<file path="src/logic/pwr_state_pkg.sv">
// pwr_state_pkg: shared constants, state encoding and carrier structs
// for the operating-state controller; assumes a 20 MHz mclk.
package pwr_state_pkg;

    // operating states
    typedef enum logic [2:0] {
        ST_POWERUP   = 3'b000,
        ST_HIBERNATE = 3'b001,
        ST_SLEEP     = 3'b010,
        ST_TAGDET    = 3'b011,
        ST_WAKING    = 3'b100,
        ST_READY     = 3'b101,
        ST_READER    = 3'b110
    } op_state_t;

    // idle target carried in the idle command argument
    localparam logic [1:0] IDLE_HIBERNATE = 2'h0;
    localparam logic [1:0] IDLE_SLEEP = 2'h1;
    localparam logic [1:0] IDLE_TAGDET = 2'h2;

    // host command codes
    localparam logic [7:0] CMD_PROTOCOL_SELECT = 8'h02;
    localparam logic [7:0] CMD_FRAME_EXCHANGE = 8'h04;
    localparam logic [7:0] CMD_IDLE = 8'h07;

    // timing
    localparam int CLK_HZ = 20_000_000;
    localparam int SETTLE_US = 2000;
    localparam int SETTLE_CYC = (CLK_HZ / 1_000_000) * SETTLE_US;
    localparam int WAKE_PULSE_NS = 10000;
    localparam int WAKE_PULSE_CYC = (WAKE_PULSE_NS * (CLK_HZ / 1_000_000) + 999) / 1000;
    localparam int SLOW_HZ = 32_000;
    localparam int SLOW_DIV = CLK_HZ / SLOW_HZ;
    localparam int BURST_SLOW_TICKS = 4;

    // fields of the wake source enable set
    localparam int WK_TIMER = 0;
    localparam int WK_PULSE = 1;
    localparam int WK_NSS = 2;
    localparam int WK_FIELD = 3;

    typedef struct packed {
        logic [7:0] code;
        logic [1:0] idle_target;
        logic [3:0] wake_enable;
        logic [15:0] wake_period;
    } host_cmd_t;

    typedef struct packed {
        logic fast_osc_run;
        logic rf_field_on;
        logic cmd_accept;
        logic spi_selected;
    } op_status_t;

endpackage

</file>
<file path="src/logic/slow_osc_timer.sv">
// slow_osc_timer: 32 kHz slow tick from mclk plus a programmable
// wake-up period counter; assumes run is held for the whole idle stay.
`timescale 1ns/10ps
module slow_osc_timer #(
    parameter int DIV = pwr_state_pkg::SLOW_DIV
)
(
    input wire logic mclk,
    input wire logic reset_n,
    input wire logic run,
    input wire logic [15:0] period,
    output logic slow_tick,
    output logic expired
);
    logic [15:0] div_ff, nxt_div;
    logic [15:0] cnt_ff, nxt_cnt;
    logic tick_ff, nxt_tick;
    logic exp_ff, nxt_exp;

    // divider and period count restart whenever run drops
    always_comb
    begin
        nxt_div = div_ff;
        nxt_cnt = cnt_ff;
        nxt_tick = 1'b0;
        nxt_exp = 1'b0;
        if (!run)
        begin
            nxt_div = 16'h0000;
            nxt_cnt = 16'h0000;
        end
        else if (div_ff == 16'(DIV - 1))
        begin
            nxt_div = 16'h0000;
            nxt_tick = 1'b1;
            if (cnt_ff + 16'h0001 >= period)
            begin
                nxt_cnt = 16'h0000;
                nxt_exp = (period != 16'h0000); // zero period never fires
            end
            else
            begin
                nxt_cnt = cnt_ff + 16'h0001;
            end
        end
        else
        begin
            nxt_div = div_ff + 16'h0001;
        end
    end

    always_ff @(posedge mclk or negedge reset_n)
    begin
        if (!reset_n)
        begin
            div_ff <= 16'h0000;
            cnt_ff <= 16'h0000;
            tick_ff <= 1'b0;
            exp_ff <= 1'b0;
        end
        else
        begin
            div_ff <= nxt_div;
            cnt_ff <= nxt_cnt;
            tick_ff <= nxt_tick;
            exp_ff <= nxt_exp;
        end
    end

    assign slow_tick = tick_ff;
    assign expired = exp_ff;
endmodule

</file>
<file path="src/logic/rfid_power_state_controller.sv">
// rfid_power_state_controller: idle/active operating-state sequencer of
// a 13.56 MHz reader; assumes decoded host commands arrive as one-cycle
// strobes from a serial front end, and detector inputs are synchronous.
//
// Notes on behaviour
// - hibernate is left only by a low pulse on the wake input.
// - sleep leaves on enabled timer, wake pulse, nss low or field detect.
// - tag detection always wakes on tag detect; timer, wake pulse, nss optional.
// - ready runs fast oscillator, field off, waits for host command.
// - reader runs fast oscillator, field on, still takes commands.
// - frame exchange command is only acted on in reader state.
// - idle states entered only through the idle command.
// - wake from sleep or hibernate reaches ready after 2 ms settling.
// - protocol choose command moves ready to reader.
// - ready to reader adds no settling delay.
// - 32 kHz slow oscillator times wake-ups in detection states.
// - tag or field detection drives the interrupt output.
// - tag detection uses internal sequencer for rf burst timing.
// - system clock is 13.56 MHz from 27.12 MHz crystal.
// - idle command code is 0x07.
// - protocol choose command code is 0x02.
// - rx masked while a waking pulse holds it low in sleep or tag detection; after hibernate, one cycle after it ends.
`timescale 1ns/10ps
module rfid_power_state_controller #(
    parameter int SETTLE_CYC = pwr_state_pkg::SETTLE_CYC,
    parameter int PULSE_CYC = pwr_state_pkg::WAKE_PULSE_CYC
)
(
    input wire logic mclk,
    input wire logic reset_n,
    input wire logic cmd_valid,
    input wire pwr_state_pkg::host_cmd_t cmd,
    input wire logic wake_pulse_n,
    input wire logic nss_n,
    input wire logic if_select,
    input wire logic field_detect,
    input wire logic tag_detect,
    input wire logic xtal_ok,
    output pwr_state_pkg::op_state_t state,
    output pwr_state_pkg::op_status_t status,
    output logic sys_clk_div_en,
    output logic rf_burst,
    output logic frame_exchange_go,
    output logic uart_rx_mask,
    output logic irq_out_n
);
    pwr_state_pkg::op_state_t st_ff, nxt_st;
    logic [23:0] cnt_ff, nxt_cnt;
    logic [3:0] wk_en_ff, nxt_wk_en;
    logic [15:0] period_ff, nxt_period;
    logic spi_ff, nxt_spi;
    logic [7:0] lowcnt_ff, nxt_lowcnt;
    logic pulse_prev_ff, nxt_pulse_prev;
    logic mask_ff, nxt_mask;
    logic irq_ff, nxt_irq;
    logic burst_ff, nxt_burst;
    logic [2:0] bcnt_ff, nxt_bcnt;
    logic fx_ff, nxt_fx;
    pwr_state_pkg::op_status_t stat_ff, nxt_stat;
    logic div_ff, nxt_div;
    logic timer_run, slow_tick, timer_exp, pulse_ok, wake_hit, detect_hit;

    // wake-up timer on the slow oscillator, only in timed idle states
    assign timer_run = (st_ff == pwr_state_pkg::ST_SLEEP) ||
                       (st_ff == pwr_state_pkg::ST_TAGDET);

    slow_osc_timer #(.DIV(pwr_state_pkg::SLOW_DIV)) u_slow
    (
        .mclk(mclk),
        .reset_n(reset_n),
        .run(timer_run),
        .period(period_ff),
        .slow_tick(slow_tick),
        .expired(timer_exp)
    );

    // a qualified pulse: rising edge after low for at least PULSE_CYC
    assign pulse_ok = wake_pulse_n && !pulse_prev_ff && (lowcnt_ff >= 8'(PULSE_CYC));

    // detector events that reach the host in sleep and tag detection
    assign detect_hit = ((st_ff == pwr_state_pkg::ST_TAGDET) && tag_detect) ||
                        ((st_ff == pwr_state_pkg::ST_SLEEP) && wk_en_ff[pwr_state_pkg::WK_FIELD]
                         && field_detect);

    // wake decision per idle state; hibernate wakes on the pulse whatever the enables, sleep and tag detection ignore disabled sources
    always_comb
    begin
        wake_hit = 1'b0;
        unique case (st_ff)
            pwr_state_pkg::ST_HIBERNATE:
                wake_hit = pulse_ok;
            pwr_state_pkg::ST_SLEEP:
                wake_hit = (wk_en_ff[pwr_state_pkg::WK_TIMER] && timer_exp) ||
                           (wk_en_ff[pwr_state_pkg::WK_PULSE] && !wake_pulse_n) ||
                           (wk_en_ff[pwr_state_pkg::WK_NSS] && !nss_n) ||
                           (wk_en_ff[pwr_state_pkg::WK_FIELD] && field_detect);
            pwr_state_pkg::ST_TAGDET:
                wake_hit = tag_detect ||
                           (wk_en_ff[pwr_state_pkg::WK_TIMER] && timer_exp) ||
                           (wk_en_ff[pwr_state_pkg::WK_PULSE] && !wake_pulse_n) ||
                           (wk_en_ff[pwr_state_pkg::WK_NSS] && !nss_n);
            default:
                wake_hit = 1'b0;
        endcase
    end

    // main sequencer
    always_comb
    begin
        nxt_st = st_ff;
        nxt_cnt = cnt_ff;
        nxt_wk_en = wk_en_ff;
        nxt_period = period_ff;
        nxt_spi = spi_ff;
        nxt_fx = 1'b0;
        nxt_mask = mask_ff;
        nxt_pulse_prev = wake_pulse_n;
        nxt_lowcnt = wake_pulse_n ? 8'h00 :
                     ((lowcnt_ff == 8'hff) ? lowcnt_ff : lowcnt_ff + 8'h01);
        unique case (st_ff)
            pwr_state_pkg::ST_POWERUP:
                if (pulse_ok)
                begin
                    nxt_spi = if_select;
                    nxt_cnt = 24'h000000;
                    nxt_mask = 1'b1;
                    nxt_st = pwr_state_pkg::ST_WAKING;
                end
            pwr_state_pkg::ST_HIBERNATE, pwr_state_pkg::ST_SLEEP, pwr_state_pkg::ST_TAGDET:
                if (wake_hit)
                begin
                    if (st_ff == pwr_state_pkg::ST_HIBERNATE)
                        nxt_spi = if_select; // interface reselected after hibernate
                    nxt_cnt = 24'h000000;
                    nxt_mask = !wake_pulse_n || pulse_ok;
                    nxt_st = pwr_state_pkg::ST_WAKING;
                end
            pwr_state_pkg::ST_WAKING:
            begin
                // crystal settle; count first, then wait for xtal_ok too
                if (cnt_ff >= 24'(SETTLE_CYC - 1) && xtal_ok)
                    nxt_st = pwr_state_pkg::ST_READY;
                else if (cnt_ff < 24'(SETTLE_CYC - 1))
                    nxt_cnt = cnt_ff + 24'h000001;
                if (wake_pulse_n)
                    nxt_mask = 1'b0; // unmask rx once the pulse is released
            end
            pwr_state_pkg::ST_READY, pwr_state_pkg::ST_READER:
            begin
                if (wake_pulse_n)
                    nxt_mask = 1'b0;
                if (cmd_valid && cmd.code == pwr_state_pkg::CMD_IDLE)
                begin
                    nxt_wk_en = cmd.wake_enable;
                    nxt_period = cmd.wake_period;
                    unique case (cmd.idle_target)
                        pwr_state_pkg::IDLE_HIBERNATE: nxt_st = pwr_state_pkg::ST_HIBERNATE;
                        pwr_state_pkg::IDLE_SLEEP: nxt_st = pwr_state_pkg::ST_SLEEP;
                        default: nxt_st = pwr_state_pkg::ST_TAGDET;
                    endcase
                end
                else if (cmd_valid && cmd.code == pwr_state_pkg::CMD_PROTOCOL_SELECT)
                    nxt_st = pwr_state_pkg::ST_READER; // no settle delay
                else if (cmd_valid && cmd.code == pwr_state_pkg::CMD_FRAME_EXCHANGE)
                    nxt_fx = (st_ff == pwr_state_pkg::ST_READER);
            end
            default:
                nxt_st = pwr_state_pkg::ST_POWERUP;
        endcase
    end

    // state flags, burst sequencer, interrupt and clock divider
    always_comb
    begin
        nxt_stat.fast_osc_run = (nxt_st == pwr_state_pkg::ST_READY) ||
                                (nxt_st == pwr_state_pkg::ST_READER) ||
                                (nxt_st == pwr_state_pkg::ST_WAKING);
        nxt_stat.rf_field_on = (nxt_st == pwr_state_pkg::ST_READER);
        nxt_stat.cmd_accept = (nxt_st == pwr_state_pkg::ST_READY) ||
                              (nxt_st == pwr_state_pkg::ST_READER);
        nxt_stat.spi_selected = nxt_spi;
        // burst opens on the slow tick after it closes and lasts four ticks
        nxt_burst = burst_ff;
        nxt_bcnt = bcnt_ff;
        if (st_ff != pwr_state_pkg::ST_TAGDET)
        begin
            nxt_burst = 1'b0;
            nxt_bcnt = 3'h0;
        end
        else if (slow_tick)
        begin
            if (burst_ff && bcnt_ff == 3'(pwr_state_pkg::BURST_SLOW_TICKS - 1))
            begin
                nxt_burst = 1'b0;
                nxt_bcnt = 3'h0;
            end
            else if (burst_ff)
                nxt_bcnt = bcnt_ff + 3'h1;
            else
                nxt_burst = 1'b1;
        end
        // interrupt held low until the host sends any command
        nxt_irq = irq_ff;
        if (detect_hit)
            nxt_irq = 1'b0; // set wins over clear
        else if (cmd_valid)
            nxt_irq = 1'b1;
        // divide-by-two enable, models 27.12 -> 13.56 MHz derivation
        nxt_div = nxt_stat.fast_osc_run ? !div_ff : 1'b0;
    end

    always_ff @(posedge mclk or negedge reset_n)
    begin
        if (!reset_n)
        begin
            st_ff <= pwr_state_pkg::ST_POWERUP;
            cnt_ff <= 24'h000000;
            wk_en_ff <= 4'h0;
            period_ff <= 16'h0000;
            spi_ff <= 1'b0;
            lowcnt_ff <= 8'h00;
            pulse_prev_ff <= 1'b1;
            mask_ff <= 1'b0;
            irq_ff <= 1'b1;
            burst_ff <= 1'b0;
            bcnt_ff <= 3'h0;
            fx_ff <= 1'b0;
            stat_ff <= '0;
            div_ff <= 1'b0;
        end
        else
        begin
            st_ff <= nxt_st;
            cnt_ff <= nxt_cnt;
            wk_en_ff <= nxt_wk_en;
            period_ff <= nxt_period;
            spi_ff <= nxt_spi;
            lowcnt_ff <= nxt_lowcnt;
            pulse_prev_ff <= nxt_pulse_prev;
            mask_ff <= nxt_mask;
            irq_ff <= nxt_irq;
            burst_ff <= nxt_burst;
            bcnt_ff <= nxt_bcnt;
            fx_ff <= nxt_fx;
            stat_ff <= nxt_stat;
            div_ff <= nxt_div;
        end
    end

    assign state = st_ff;
    assign status = stat_ff;
    assign sys_clk_div_en = div_ff;
    assign rf_burst = burst_ff;
    assign frame_exchange_go = fx_ff;
    assign uart_rx_mask = mask_ff;
    assign irq_out_n = irq_ff;
endmodule

</file>
<file path="config.mk">
export PLATFORM = sky130hd
export DESIGN_NAME = rfid_power_state_controller
export DESIGN_NICKNAME = d
export VERILOG_FILES = /design/src/logic/pwr_state_pkg.sv /design/src/logic/slow_osc_timer.sv /design/src/logic/rfid_power_state_controller.sv
export SDC_FILE = /design/constraint.sdc
export NUM_CORES = 1
export LEC_CHECK = 0
export BUFFER_PORTS_ARGS = -buffer_cell sky130_fd_sc_hd__buf_2
export CORE_UTILIZATION = 25
export DETAILED_ROUTE_END_ITERATION = 8
export PLACE_DENSITY = 0.52
export SYNTH_ARGS = -nofsm -noshare
export SYNTH_HDL_FRONTEND = slang
export SYNTH_SLANG_ARGS = --single-unit
</file>
<file path="constraint.sdc">
create_clock -name mclk -period 8 [get_ports mclk]
set_input_delay 0.8 -clock mclk [delete_from_list [all_inputs] [get_ports mclk]]
set_output_delay 0.8 -clock mclk [all_outputs]
set_load 0.1 [all_outputs]
</file>
# After elaboration in Yosys (flattened, before gate mapping)
# Cells that the tools add are included.
# op_classes
addsub	5
n_lt_le_gt_ge	4
eq_ne	25
n_mux	47
reduce_logical	46
# ops
operator	count
$mux 24	4
$mux 16	5
$pmux 24 s3	1
$add 16x1->16 const B	2
$mux 3	9
$add 24x1->24 const B	1
$ge 24x16->1 const B	1
$lt 24x16->1 const B	1
$mux 1	21
$eq 3x3->1 const B	6
$eq 16x10->1 const B	1
$eq 8x3->1 const B	2
$ge 16x16->1	1
$mux 8	2
$reduce_bool 16->1	1
$logic_and 1x1->1	14
$ne 2x2->1 const B	7
$pmux 3 s4	1
$logic_or 1x1->1	11
$eq 3x2->1 const B	3
$reduce_bool 3->1	3
$add 8x1->8 const B	1
$eq 8x2->1 const B	1
$eq 8x8->1 const B	1
other kinds (18)	27
# word_totals
register_bits	102
inputBits	39
output_inout_bits	12
wordCells	147

# Depth between registers and ports, before layout
# Gate-level depths: netlist (run 1).
# logic_depth
depth_word	12
ltp_mapped	12
depth_no_buf	11

# Modules after synthesis
# A second synthesis (run 1) with hierarchy kept.
# hier_totals
cells_unflattened	541
area_unflattened_um2	5500.3
# by_module_without_submodules
mod	n_inst	cells_per_inst	area_per_inst_um2	seq_area_each_um2
rfid_power_state_controller	1	319	3373.2	1704.1
slow_osc_timer	1	222	2127.0	850.8

# Worst setup path after synthesis (run 1)
# No wires, ideal clock.
# synth_path
path_type	reg2reg
startpoint	register u_slow.cnt_ff[0]
endpoint	register u_slow.cnt_ff[2]
setup_time_ps	67
t_arrival_ps	3024
required_time_ps	7933
setup_slack_ps	4909
stages_incl_launch_ff	12
path_buffers	1
period_less_slack_ps	3091
cell_sequence	dfrtp_1 and4_1 nand4_1 o31a_1 or2_2 ha_1 a21o_1 a21o_1 a2111oi_4 buf_2 o2111ai_1 nand2_1
# synth_via
elab_chain_cells	5
# synth_rtl
element	line_no	rtl
start: declaration	slow_osc_timer.sv:16	logic [15:0] cnt_ff, nxt_cnt;
start signal: assignment	slow_osc_timer.sv:64	cnt_ff <= nxt_cnt;
$add 16x1->16 (*)	slow_osc_timer.sv:36, slow_osc_timer.sv:43	
$ge 16x16->1	slow_osc_timer.sv:36	if (cnt_ff + 16'h0001 >= period)
$mux 16 (*)	slow_osc_timer.sv:36	
$mux 16 (*)	slow_osc_timer.sv:32	else if (div_ff == 16'(DIV - 1))
$mux 16 (*)	slow_osc_timer.sv:27	if (!run)
# Every way passes the cells marked *; elsewhere a longest branch is shown, timed or not. The select of a mux whose other input is x is not followed.
# A chain may end at the register's enable or synchronous reset.

# Worst setup path in the final report (run 1)
# layout_path
startpoint	register u_slow.cnt_ff[0]
endpoint	register u_slow.cnt_ff[14]
# The elaborated chain is that of the path after synthesis.

==> results.py, run 1 <==
metrics = {
    "timing": {
        "finalHoldViolations": 0,
        "fin_crit_ps": 3910,
        "relSlewSlack_pct": 38.2,
        "rsz0062_at_grt": "false",
        "fin_crit_sh_pct": 48.9,
        "drv_slew": 0,
        "worst_pin_slew_ps": 926,
        "max_freq_mhz": 256,
        "tns_ps": 0,
        "setup_violations": 0,
        "finClkSkew_ps": 6.14,
        "timing.hold.ws_ps": 427,
    },
    "yosys": {
        "synth_flop_cell": "dfrtp_1",
        "synthesis.area_sq_um": 5670,
        "synth-simple-area-share_pct": 25.8,
        "synth_fa_ha_area_share_pct": 5.25,
        "synth_top_family_by_area": "simple AND/OR/NAND/NOR gates",
        "synthArstFlopShare_pct": 100,
        "ys_seq_elements": 102,
        "synth.yosys.seq_area_share_pct": 45.1,
        "yosysWarnings": 0,
        "synth_compound_area_share_pct": 14.0,
        "syn-num-nets": 670,
        "synthXorXnorAreaFrac_pct": 2.93,
        "syn_inst": 608,
        "synth.distinct_cells": 66,
        "synthMuxAreaShare_pct": 2.78,
        "syn_area_per_cell_sq_um": 9.33,
        "synth_edf_count": 0,
    },
    "finish": {
        "layout.nets": 711,
        "final_common_cell": "dfrtp_1",
        "layout.cells.non_filler": 934,
        "area_delta_synth_final_pct": 14.4,
        "fillCellCount": 2318,
        "diodes": 0,
        "layout-drive-gt1-share_pct": 15.1,
        "layout_common_cells": "100 x dfrtp_1, 87 x nand2_1, 49 x buf_2",
    },
    "worst_setup_path": {
        "reg2reg_from": "u_slow.cnt_ff[0]",
        "endpoint_kind": "flop",
        "critPathMaxFanout": 15,
        "cp.required_ps": 8270,
        "startpoint": "u_slow.cnt_ff[0]",
        "arrival_ps": 4190,
        "cp-start-kind": "flop",
        "crit_type": "reg -> reg",
    },
    "global_route": {
        "grt_max_degree": 53,
        "grt_pass1_vias": 4326,
        "grt_overflow": 0,
        "antenna_found_initial": 0,
        "grt_pass1_wl_microns": 22800,
        "grt_use_total_pct": 12.3,
    },
    "clocking": {
        "cts_hold_buf": 0,
        "cts_tree": "built",
        "clock-sinks": 102,
        "postCtsSetupBuffers": 0,
        "insertion_delay_ps": 360,
        "clk_path_buf_depth": 2,
        "cts_resized": 0,
        "cts_buffers": 9,
        "h-tree-depth": 3,
        "clk_pin_slew_ps": 70,
        "clock-root-buffer": "clkbuf_16",
    },
    "pwr": {
        "p_leak_uw": 0.00295,
        "clkPwrFrac_pct": 34.0,
        "switching_share_pct": 34.5,
        "pwr-share-comb_pct": 20.5,
        "power.density_nw_per_um2": 196,
        "p_int_uw": 832,
        "p_sw_uw": 439,
        "peakVddDrop_mv": 0.0900,
        "seqPwrFrac_pct": 45.5,
    },
    "floorplanning": {
        "dieArea_sq_um": 23300,
        "ios": 51,
        "initial_core_util_pct": 25.7,
        "die_w_microns": 153,
        "fp.dieH_microns": 153,
        "core_area_sq_um": 22000,
        "rows": 54,
    },
    "route": {
        "via_per_inst": 4.77,
        "routed-wl-met2_microns": 6080,
        "routed-wl-met3_microns": 488,
        "dr_total_vias": 4457,
        "post-route-drc-count": 0,
        "first_iter_violations": 246,
        "highest_layer": "met4",
        "met1_length_microns": 6630,
        "firstDrtPassIters": 7,
        "ant_nets": 0,
        "routed_wl_microns": 13300,
        "wire_per_inst_microns": 14.3,
    },
    "run_status": {
        "outcome": "completed",
    },
    "placed_design": {
        "dp_hpwl_microns": 9570,
        "routabilityCongestion": 0.786,
        "io_buffers": 50,
        "dp_cells": 918,
    },
    "hold_path": {
        "hold_start": "sys_clk_div_en",
        "min_path_type": "reg -> reg",
    },
    "flow_run": {
        "max_cap_viol_count": 0,
    },
}
## sequential cells by signal, indices dropped and copies added (netlist names), 3 cells and up
register,flops
period_ff,16
status,4
state,3
lowcnt_ff,8
wk_en_ff,4
bcnt_ff,3
u_slow.cnt_ff,16
cnt_ff,24
u_slow.div_ff,16
## stage by stage
stage	utilization [%]	total power [uW]	instance area (sq um)	setup WS, ps
6_report	29.5	1270	6490	4090
5_1_grt	29.5	1340	6490	3790
3_5_place_dp	28.1	852	6200	4150
2_1_floorplan	-	779	5670	4910
3_3_place_gp	28.1	850	6200	4200
4_1_cts	29.5	1300	6490	4100
## metal layers
layer / vias up / track usage (%)
li1: 2259 / -
met1: 2120 / 16.6
met2: 68 / 19.4
met3: 10 / 3.13
met4: 0 / 3.13
met5: - / 0
## kinds of logic after synthesis
kind of cell,Yosys count
xor+xnor,19
compound gates,108
flops,102
simple gates,282
fa+ha+maj,24
buf+inv,58
mux,15
## power by group through the flow
stage               sequential [uW]  combinational [uW]  clock (uW)
floorplan                       655                 123           0
finish                          579                 260         432
global placement                589                 261           0
global route                    585                 288         471
CTS                             579                 264         456
detailed placement              589                 263           0
## synth_stat cells, types with 4 or more instances
cell | number | area [sq um]
dfrtp_1 | 100 | 2500
nand2_1 | 87 | 327
nor2_1 | 44 | 165
inv_1 | 33 | 124
nand3_1 | 30 | 150
o21ai_0 | 25 | 125
ha_1 | 23 | 288
nand4_1 | 19 | 119
nor4_1 | 15 | 93.8
or2_2 | 15 | 93.8
clkbuf_1 | 14 | 52.6
o2111ai_1 | 13 | 114
a21oi_1 | 12 | 60.1
and2_1 | 12 | 75.1
xor2_1 | 11 | 96.3
nand2b_1 | 10 | 62.6
and3_1 | 9 | 56.3
mux2i_1 | 9 | 90.1
nor2b_1 | 9 | 56.3
nor3_1 | 8 | 40.0
o211ai_1 | 8 | 60.1
xnor2_1 | 8 | 70.1
buf_2 | 7 | 35.0
a211oi_1 | 6 | 45.0
or4b_1 | 5 | 50.1
a211o_1 | 4 | 35.0
a21o_1 | 4 | 30.0
o21a_1 | 4 | 30.0
o31a_1 | 4 | 35.0
## worst max-delay path, cell delays in order (launching register included)
cell,delay (ps)
dfrtp_1,440
and4_1,240
nand4_1,370
o31a_1,430
or2_2,310
ha_1,300
a21o_1,180
a21o_1,210
a2111oi_4,880
nand3_1,250
o211ai_1,220
## worst paths after layout
check,endpoint,slack [ps],cells past startpoint
setup / recovery,u_slow.cnt_ff[14],4090,10
hold / removal,sys_clk_div_en,430,1
setup reg to reg,u_slow.cnt_ff[14],4090,10
hold reg to reg,sys_clk_div_en,430,1
max in group asynchronous,period_ff[7],6410,2
min in group asynchronous,cnt_ff[11],470,1
## cell type report
class | count | area, sq um | share of cell area (%)
inverters | 34 | 128 | 1.97
clock inverters | 7 | 66.3 | 1.02
well taps | 280 | 350 | 5.40
clock buffers | 9 | 225 | 3.47
multi-input cells | 448 | 2880 | 44.4
flip-flops and latches | 102 | 2550 | 39.4
repair buffers | 54 | 283 | 4.36
(Power assumes the default switching activity.)
==> inputs of run 2 (changes only) <==
Settings changed: PLACE_DENSITY 0.52 to 0.54.
Clock period 8 ns to 3.51 ns, I/O delays scaled along.
==> results.py, run 2 (same netlist as run 1, synthesis figures left out) <==
metrics = {
    "route": {
        "routed-wl-met2_microns": 6130,
        "routed_wl_microns": 13500,
        "post-route-drc-count": 0,
        "routed-wl-met3_microns": 551,
        "wire_per_inst_microns": 14.3,
        "first_iter_violations": 314,
        "met1_length_microns": 6610,
        "dr_total_vias": 4521,
        "firstDrtPassIters": 8,
        "via_per_inst": 4.81,
        "ant_nets": 0,
        "highest_layer": "met4",
    },
    "floorplanning": {
        "core_area_sq_um": 22000,
        "ios": 51,
        "fp.dieH_microns": 153,
        "die_w_microns": 153,
        "dieArea_sq_um": 23300,
        "rows": 54,
        "initial_core_util_pct": 25.7,
    },
    "pwr": {
        "peakVddDrop_mv": 0.186,
        "power.density_nw_per_um2": 461,
        "power.total_uw": 3050,
        "p_leak_uw": 0.00301,
    },
    "worst_setup_path": {
        "critPathMaxFanout": 10,
        "arrival_ps": 3450,
        "crit_type": "reg -> reg",
        "rr_worst_depth": 11,
        "endpoint_kind": "flop",
        "cp-start-kind": "flop",
        "cp.required_ps": 3750,
    },
    "finish": {
        "multiInputGateArea_sq_um": 2890,
        "diodes": 0,
        "fillCellCount": 2313,
        "max_flop_register": "cnt_ff",
        "design_area_sq_um": 6600,
        "layout-drive-gt1-share_pct": 16.1,
        "final_common_cell": "dfrtp_1",
        "seqCellArea_sq_um": 2550,
        "layout.nets": 717,
        "post-route-util_pct": 30.0,
        "layout_common_cells": "100 x dfrtp_1, 87 x nand2_1, 49 x buf_2",
        "area_delta_synth_final_pct": 16.4,
        "largest_register_ffs": 24,
    },
    "clocking": {
        "cts_buffers": 9,
        "cts_tree": "built",
        "insertion_delay_ps": 360,
        "clk_path_buf_depth": 2,
        "h-tree-depth": 3,
        "clk_pin_slew_ps": 70,
        "postCtsSetupBuffers": 0,
        "clock-sinks": 102,
        "clock-root-buffer": "clkbuf_16",
    },
    "timing": {
        "rsz0062_at_grt": "false",
        "max_freq_mhz": 312,
        "setup_violations": 0,
        "timing.hold.ws_ps": 86.9,
        "finClkSkew_ps": 11.1,
        "relSlewSlack_pct": 42.7,
        "fin_crit_ps": 3210,
        "finalHoldViolations": 0,
        "drv_slew": 0,
        "worst_pin_slew_ps": 859,
        "fin_crit_sh_pct": 91.3,
        "tns_ps": 0,
    },
    "placed_design": {
        "placement.cell_area_sq_um": 6270,
        "io_buffers": 50,
        "dp_hpwl_microns": 9680,
        "routabilityCongestion": 0.789,
    },
    "run_status": {
        "outcome": "completed",
    },
    "hold_path": {
        "min_path_type": "in -> async",
    },
    "global_route": {
        "grt_max_degree": 63,
        "grt_pass1_wl_microns": 22500,
        "grt_pass1_vias": 4330,
        "grt_use_total_pct": 12.2,
        "antenna_found_initial": 0,
        "grt_overflow": 0,
    },
    "flow_run": {
        "max_cap_viol_count": 0,
    },
}
==> run 2: through the flow <==
| stage | worst slack (ps) | instances |
|---|---|---|
| floorplan | 419 | 608 |
| global route | 89.0 | 940 |
| detailed placement | 221 | 924 |
| finish | 304 | 940 |
| global placement | 261 | 924 |
| CTS | 203 | 940 |
==> run 2: path summary, 6_finish.rpt <==
kind	to	from	slack, ps
min in group mclk	pulse_prev_ff	wake_pulse_n	190
max reg2reg	u_slow.cnt_ff[8]	u_slow.cnt_ff[9]	300
max in group asynchronous	irq_out_n	reset_n	2640
max	u_slow.cnt_ff[8]	u_slow.cnt_ff[9]	300
min reg2reg	sys_clk_div_en	sys_clk_div_en	420
min	sys_clk_div_en	reset_n	90
==> run 2: power breakdown <==
part | leakage, uW | internal, uW | switching, uW | total, uW
sequential | 0.00123 | 1240 | 77.9 | 1320
clock | 0.000166 | 665 | 459 | 1120
combinational | 0.00161 | 161 | 443 | 604
total | 0.00301 | 2060 | 980 | 3050
==> run 2: area by class of cell <==
class | count | share of cell area (%)
Clock buffer | 11 | 3.83
Inverter | 34 | 1.93
Clock inverter | 5 | 1.19
Sequential cell | 102 | 38.7
Timing Repair Buffer | 60 | 5.34
Multi-Input combinational cell | 448 | 43.7
Tap cell | 280 | 5.31
==> run 2: per-layer routing <==
metal / global-route usage (%) / vias to the layer above
met3: 3.19 / 11
met1: 16.0 / 2148
li1: - / 2272
met4: 3.99 / 0
met5: 0 / -
met2: 19.5 / 90
==> run 2: critical path: stages, from the launching register on <==
cell	delay, ps
dfrtp_1	440
nand4_1	200
or2_2	360
o31a_1	300
or2_2	300
ha_1	360
nand4_1	170
a211oi_1	290
nand3_2	260
buf_4	260
o2111ai_1	90
nand2_1	70
==> run 2: timing repair <==
action / in CTS / in global routing
endpoints found under the setup margin: 0 / 5
resized for setup: 0 / 1
hold buffers: 0 / 0
==> inputs of run 3 (changes only) <==
Settings changed: ABC_AREA set to 1, PLACE_DENSITY 0.54 to 0.53.
==> results.py, run 3 <==
metrics = {
    "yosys": {
        "netlist_top_cells_count": "160 x nand2_1, 100 x dfrtp_1, 97 x nor2_1",
        "yosysWarnings": 0,
        "syn-num-nets": 807,
        "syn_inst": 745,
        "ys_seq_elements": 102,
        "yosys.area.top_type": "dfrtp_1",
        "synthArstFlopShare_pct": 100,
        "synth_top_area_share_pct": 41.4,
        "netlist_top_cells_area": "dfrtp_1 41%, nand2_1 9.9%, nor2_1 6.0%",
        "synth.yosys.seq_area_share_pct": 42.2,
        "yosysMostFrequentCell": "nand2_1",
        "synth_flop_cell": "dfrtp_1",
        "synthesis.area_sq_um": 6050,
        "synth.distinct_cells": 44,
        "syn_area_per_cell_sq_um": 8.12,
        "synth_edf_count": 0,
    },
    "floorplanning": {
        "initial_core_util_pct": 25.6,
        "die_w_microns": 158,
        "core_area_sq_um": 23600,
        "rows": 56,
        "ios": 51,
        "dieArea_sq_um": 24800,
        "fp.dieH_microns": 158,
    },
    "route": {
        "first_iter_violations": 209,
        "wire_per_inst_microns": 12.5,
        "post-route-drc-count": 0,
        "ant_nets": 0,
        "routed_wl_microns": 14000,
        "via_per_inst": 4.25,
        "firstDrtPassIters": 4,
        "dr_total_vias": 4755,
    },
    "pwr": {
        "p_int_uw": 1890,
        "peakVddDrop_mv": 0.219,
        "clkPwrFrac_pct": 34.2,
        "p_leak_uw": 0.00334,
        "power.density_nw_per_um2": 420,
        "p_sw_uw": 999,
        "switching_share_pct": 34.6,
        "seqPwrFrac_pct": 45.3,
        "pwr-share-comb_pct": 20.5,
    },
    "finish": {
        "diodes": 0,
        "layout-drive-gt1-share_pct": 19.6,
        "area_delta_synth_final_pct": 13.7,
        "largest_register_ffs": 24,
        "fillCellCount": 2559,
        "final_common_cell": "nand2_1",
        "layout.nets": 858,
        "layout_common_cells": "160 x nand2_1, 100 x dfrtp_1, 97 x nor2_1",
        "layout.cells.non_filler": 1120,
        "max_flop_register": "cnt_ff",
    },
    "clocking": {
        "cts_resized": 0,
        "insertion_delay_ps": 360,
        "cts_tree": "built",
        "h-tree-depth": 3,
        "postCtsSetupBuffers": 0,
        "clock-sinks": 102,
        "cts_hold_buf": 0,
        "clock-root-buffer": "clkbuf_16",
        "clk_path_buf_depth": 2,
        "clk_pin_slew_ps": 80,
        "cts_buffers": 9,
    },
    "flow_run": {
        "max_cap_viol_count": 0,
    },
    "global_route": {
        "grt_use_total_pct": 12.2,
        "grt_pass1_wl_microns": 23500,
        "grt_overflow": 0,
        "antenna_found_initial": 0,
        "grt_max_degree": 53,
        "grt_pass1_vias": 4623,
    },
    "timing": {
        "setup_violations": 0,
        "max_freq_mhz": 334,
        "drv_slew": 0,
        "fin_crit_ps": 2990,
        "finClkSkew_ps": 11.0,
        "fin_crit_sh_pct": 85.2,
        "timing.hold.ws_ps": 36.8,
        "tns_ps": 0,
        "finalHoldViolations": 0,
        "relSlewSlack_pct": 50.9,
        "rsz0062_at_grt": "false",
        "worst_pin_slew_ps": 735,
    },
    "worst_setup_path": {
        "reg2reg_from": "u_slow.cnt_ff[0]",
        "regToRegEndpoint": "u_slow.cnt_ff[12]",
        "arrival_ps": 3250,
        "critPathMaxFanout": 17,
        "crit_type": "reg -> reg",
        "rr_worst_depth": 14,
        "endpoint_kind": "flop",
        "rrSetupSlack_ps": 520,
        "cp.required_ps": 3770,
        "cp-start-kind": "flop",
    },
    "placed_design": {
        "dp_hpwl_microns": 10400,
        "routabilityCongestion": 0.806,
        "io_buffers": 50,
        "dp_cells": 1104,
    },
    "run_status": {
        "outcome": "completed",
    },
    "hold_path": {
        "min_path_type": "in -> async",
    },
}
## run 3: power by group through the flow
stage / clock network, uW / registers, uW / logic, uW
floorplan: 0 / 1430 / 393
global placement: 0 / 1330 / 597
detailed placement: 0 / 1330 / 599
CTS: 1030 / 1310 / 601
global route: 1060 / 1320 / 655
finish: 991 / 1310 / 593
## run 3: cell type report
type	count	area [sq um]	area share [%]
Clock buffer	10	239	3.47
Clock inverter	6	46.3	0.673
Inverter	98	373	5.42
Multi-Input combinational cell	532	2990	43.5
Sequential cell	102	2550	37.1
Tap cell	319	399	5.80
Timing Repair Buffer	53	275	4.00
## run 3: critical path: stages (launching register included)
cell and delay [ps]:
dfrtp_1 400, ha_1 200, nand2_1 60, nor2_1 190, nand2_1 120, nor2_1 200
nand2_1 70, nor2_1 90, nor2_1 70, ha_1 260, nand2_1 90, o21ai_0 100
a21oi_1 130, nand3_1 530, o21ai_0 370
## run 3: per-stage QoR
step	area [sq um]	util, %	power (uW)	setup slack [ps]
5_1_grt	6880	29.1	3040	159
3_3_place_gp	6600	27.9	1930	664
6_report	6880	29.1	2890	519
4_1_cts	6880	29.1	2940	553
2_1_floorplan	6050	-	1820	1050
3_5_place_dp	6600	27.9	1930	554
## run 3: cell families after synthesis
| logic type | synth area share [%] |
|---|---|
| simple gates | 30.2 |
| buf+inv | 8.29 |
| flops | 42.2 |
| compound gates | 5.87 |
| xor+xnor | 3.76 |
| fa+ha+maj | 4.76 |
| mux | 4.90 |
## run 3: how the worst max path moves through the flow
stage / startpoint / end / slack, ps / cells after the start
after floorplan: u_slow.cnt_ff[0] / u_slow.cnt_ff[10] / 1050 / 15
after global placement: u_slow.cnt_ff[0] / u_slow.cnt_ff[15] / 660 / 14
after detailed placement: u_slow.cnt_ff[0] / u_slow.cnt_ff[11] / 550 / 14
after CTS: u_slow.cnt_ff[0] / u_slow.cnt_ff[12] / 550 / 14
after global routing: u_slow.cnt_ff[0] / u_slow.cnt_ff[10] / 160 / 14
final: u_slow.cnt_ff[0] / u_slow.cnt_ff[12] / 520 / 14
## run 3: layer usage
metal  GRT usage, %  up-vias  share of wire, %
li1               -     2470                 -
met5              0        -                 0
met4           3.47        0               1.2
met1           17.1     2197                53
met2           18.9       74                43
met3           2.57       14               3.2
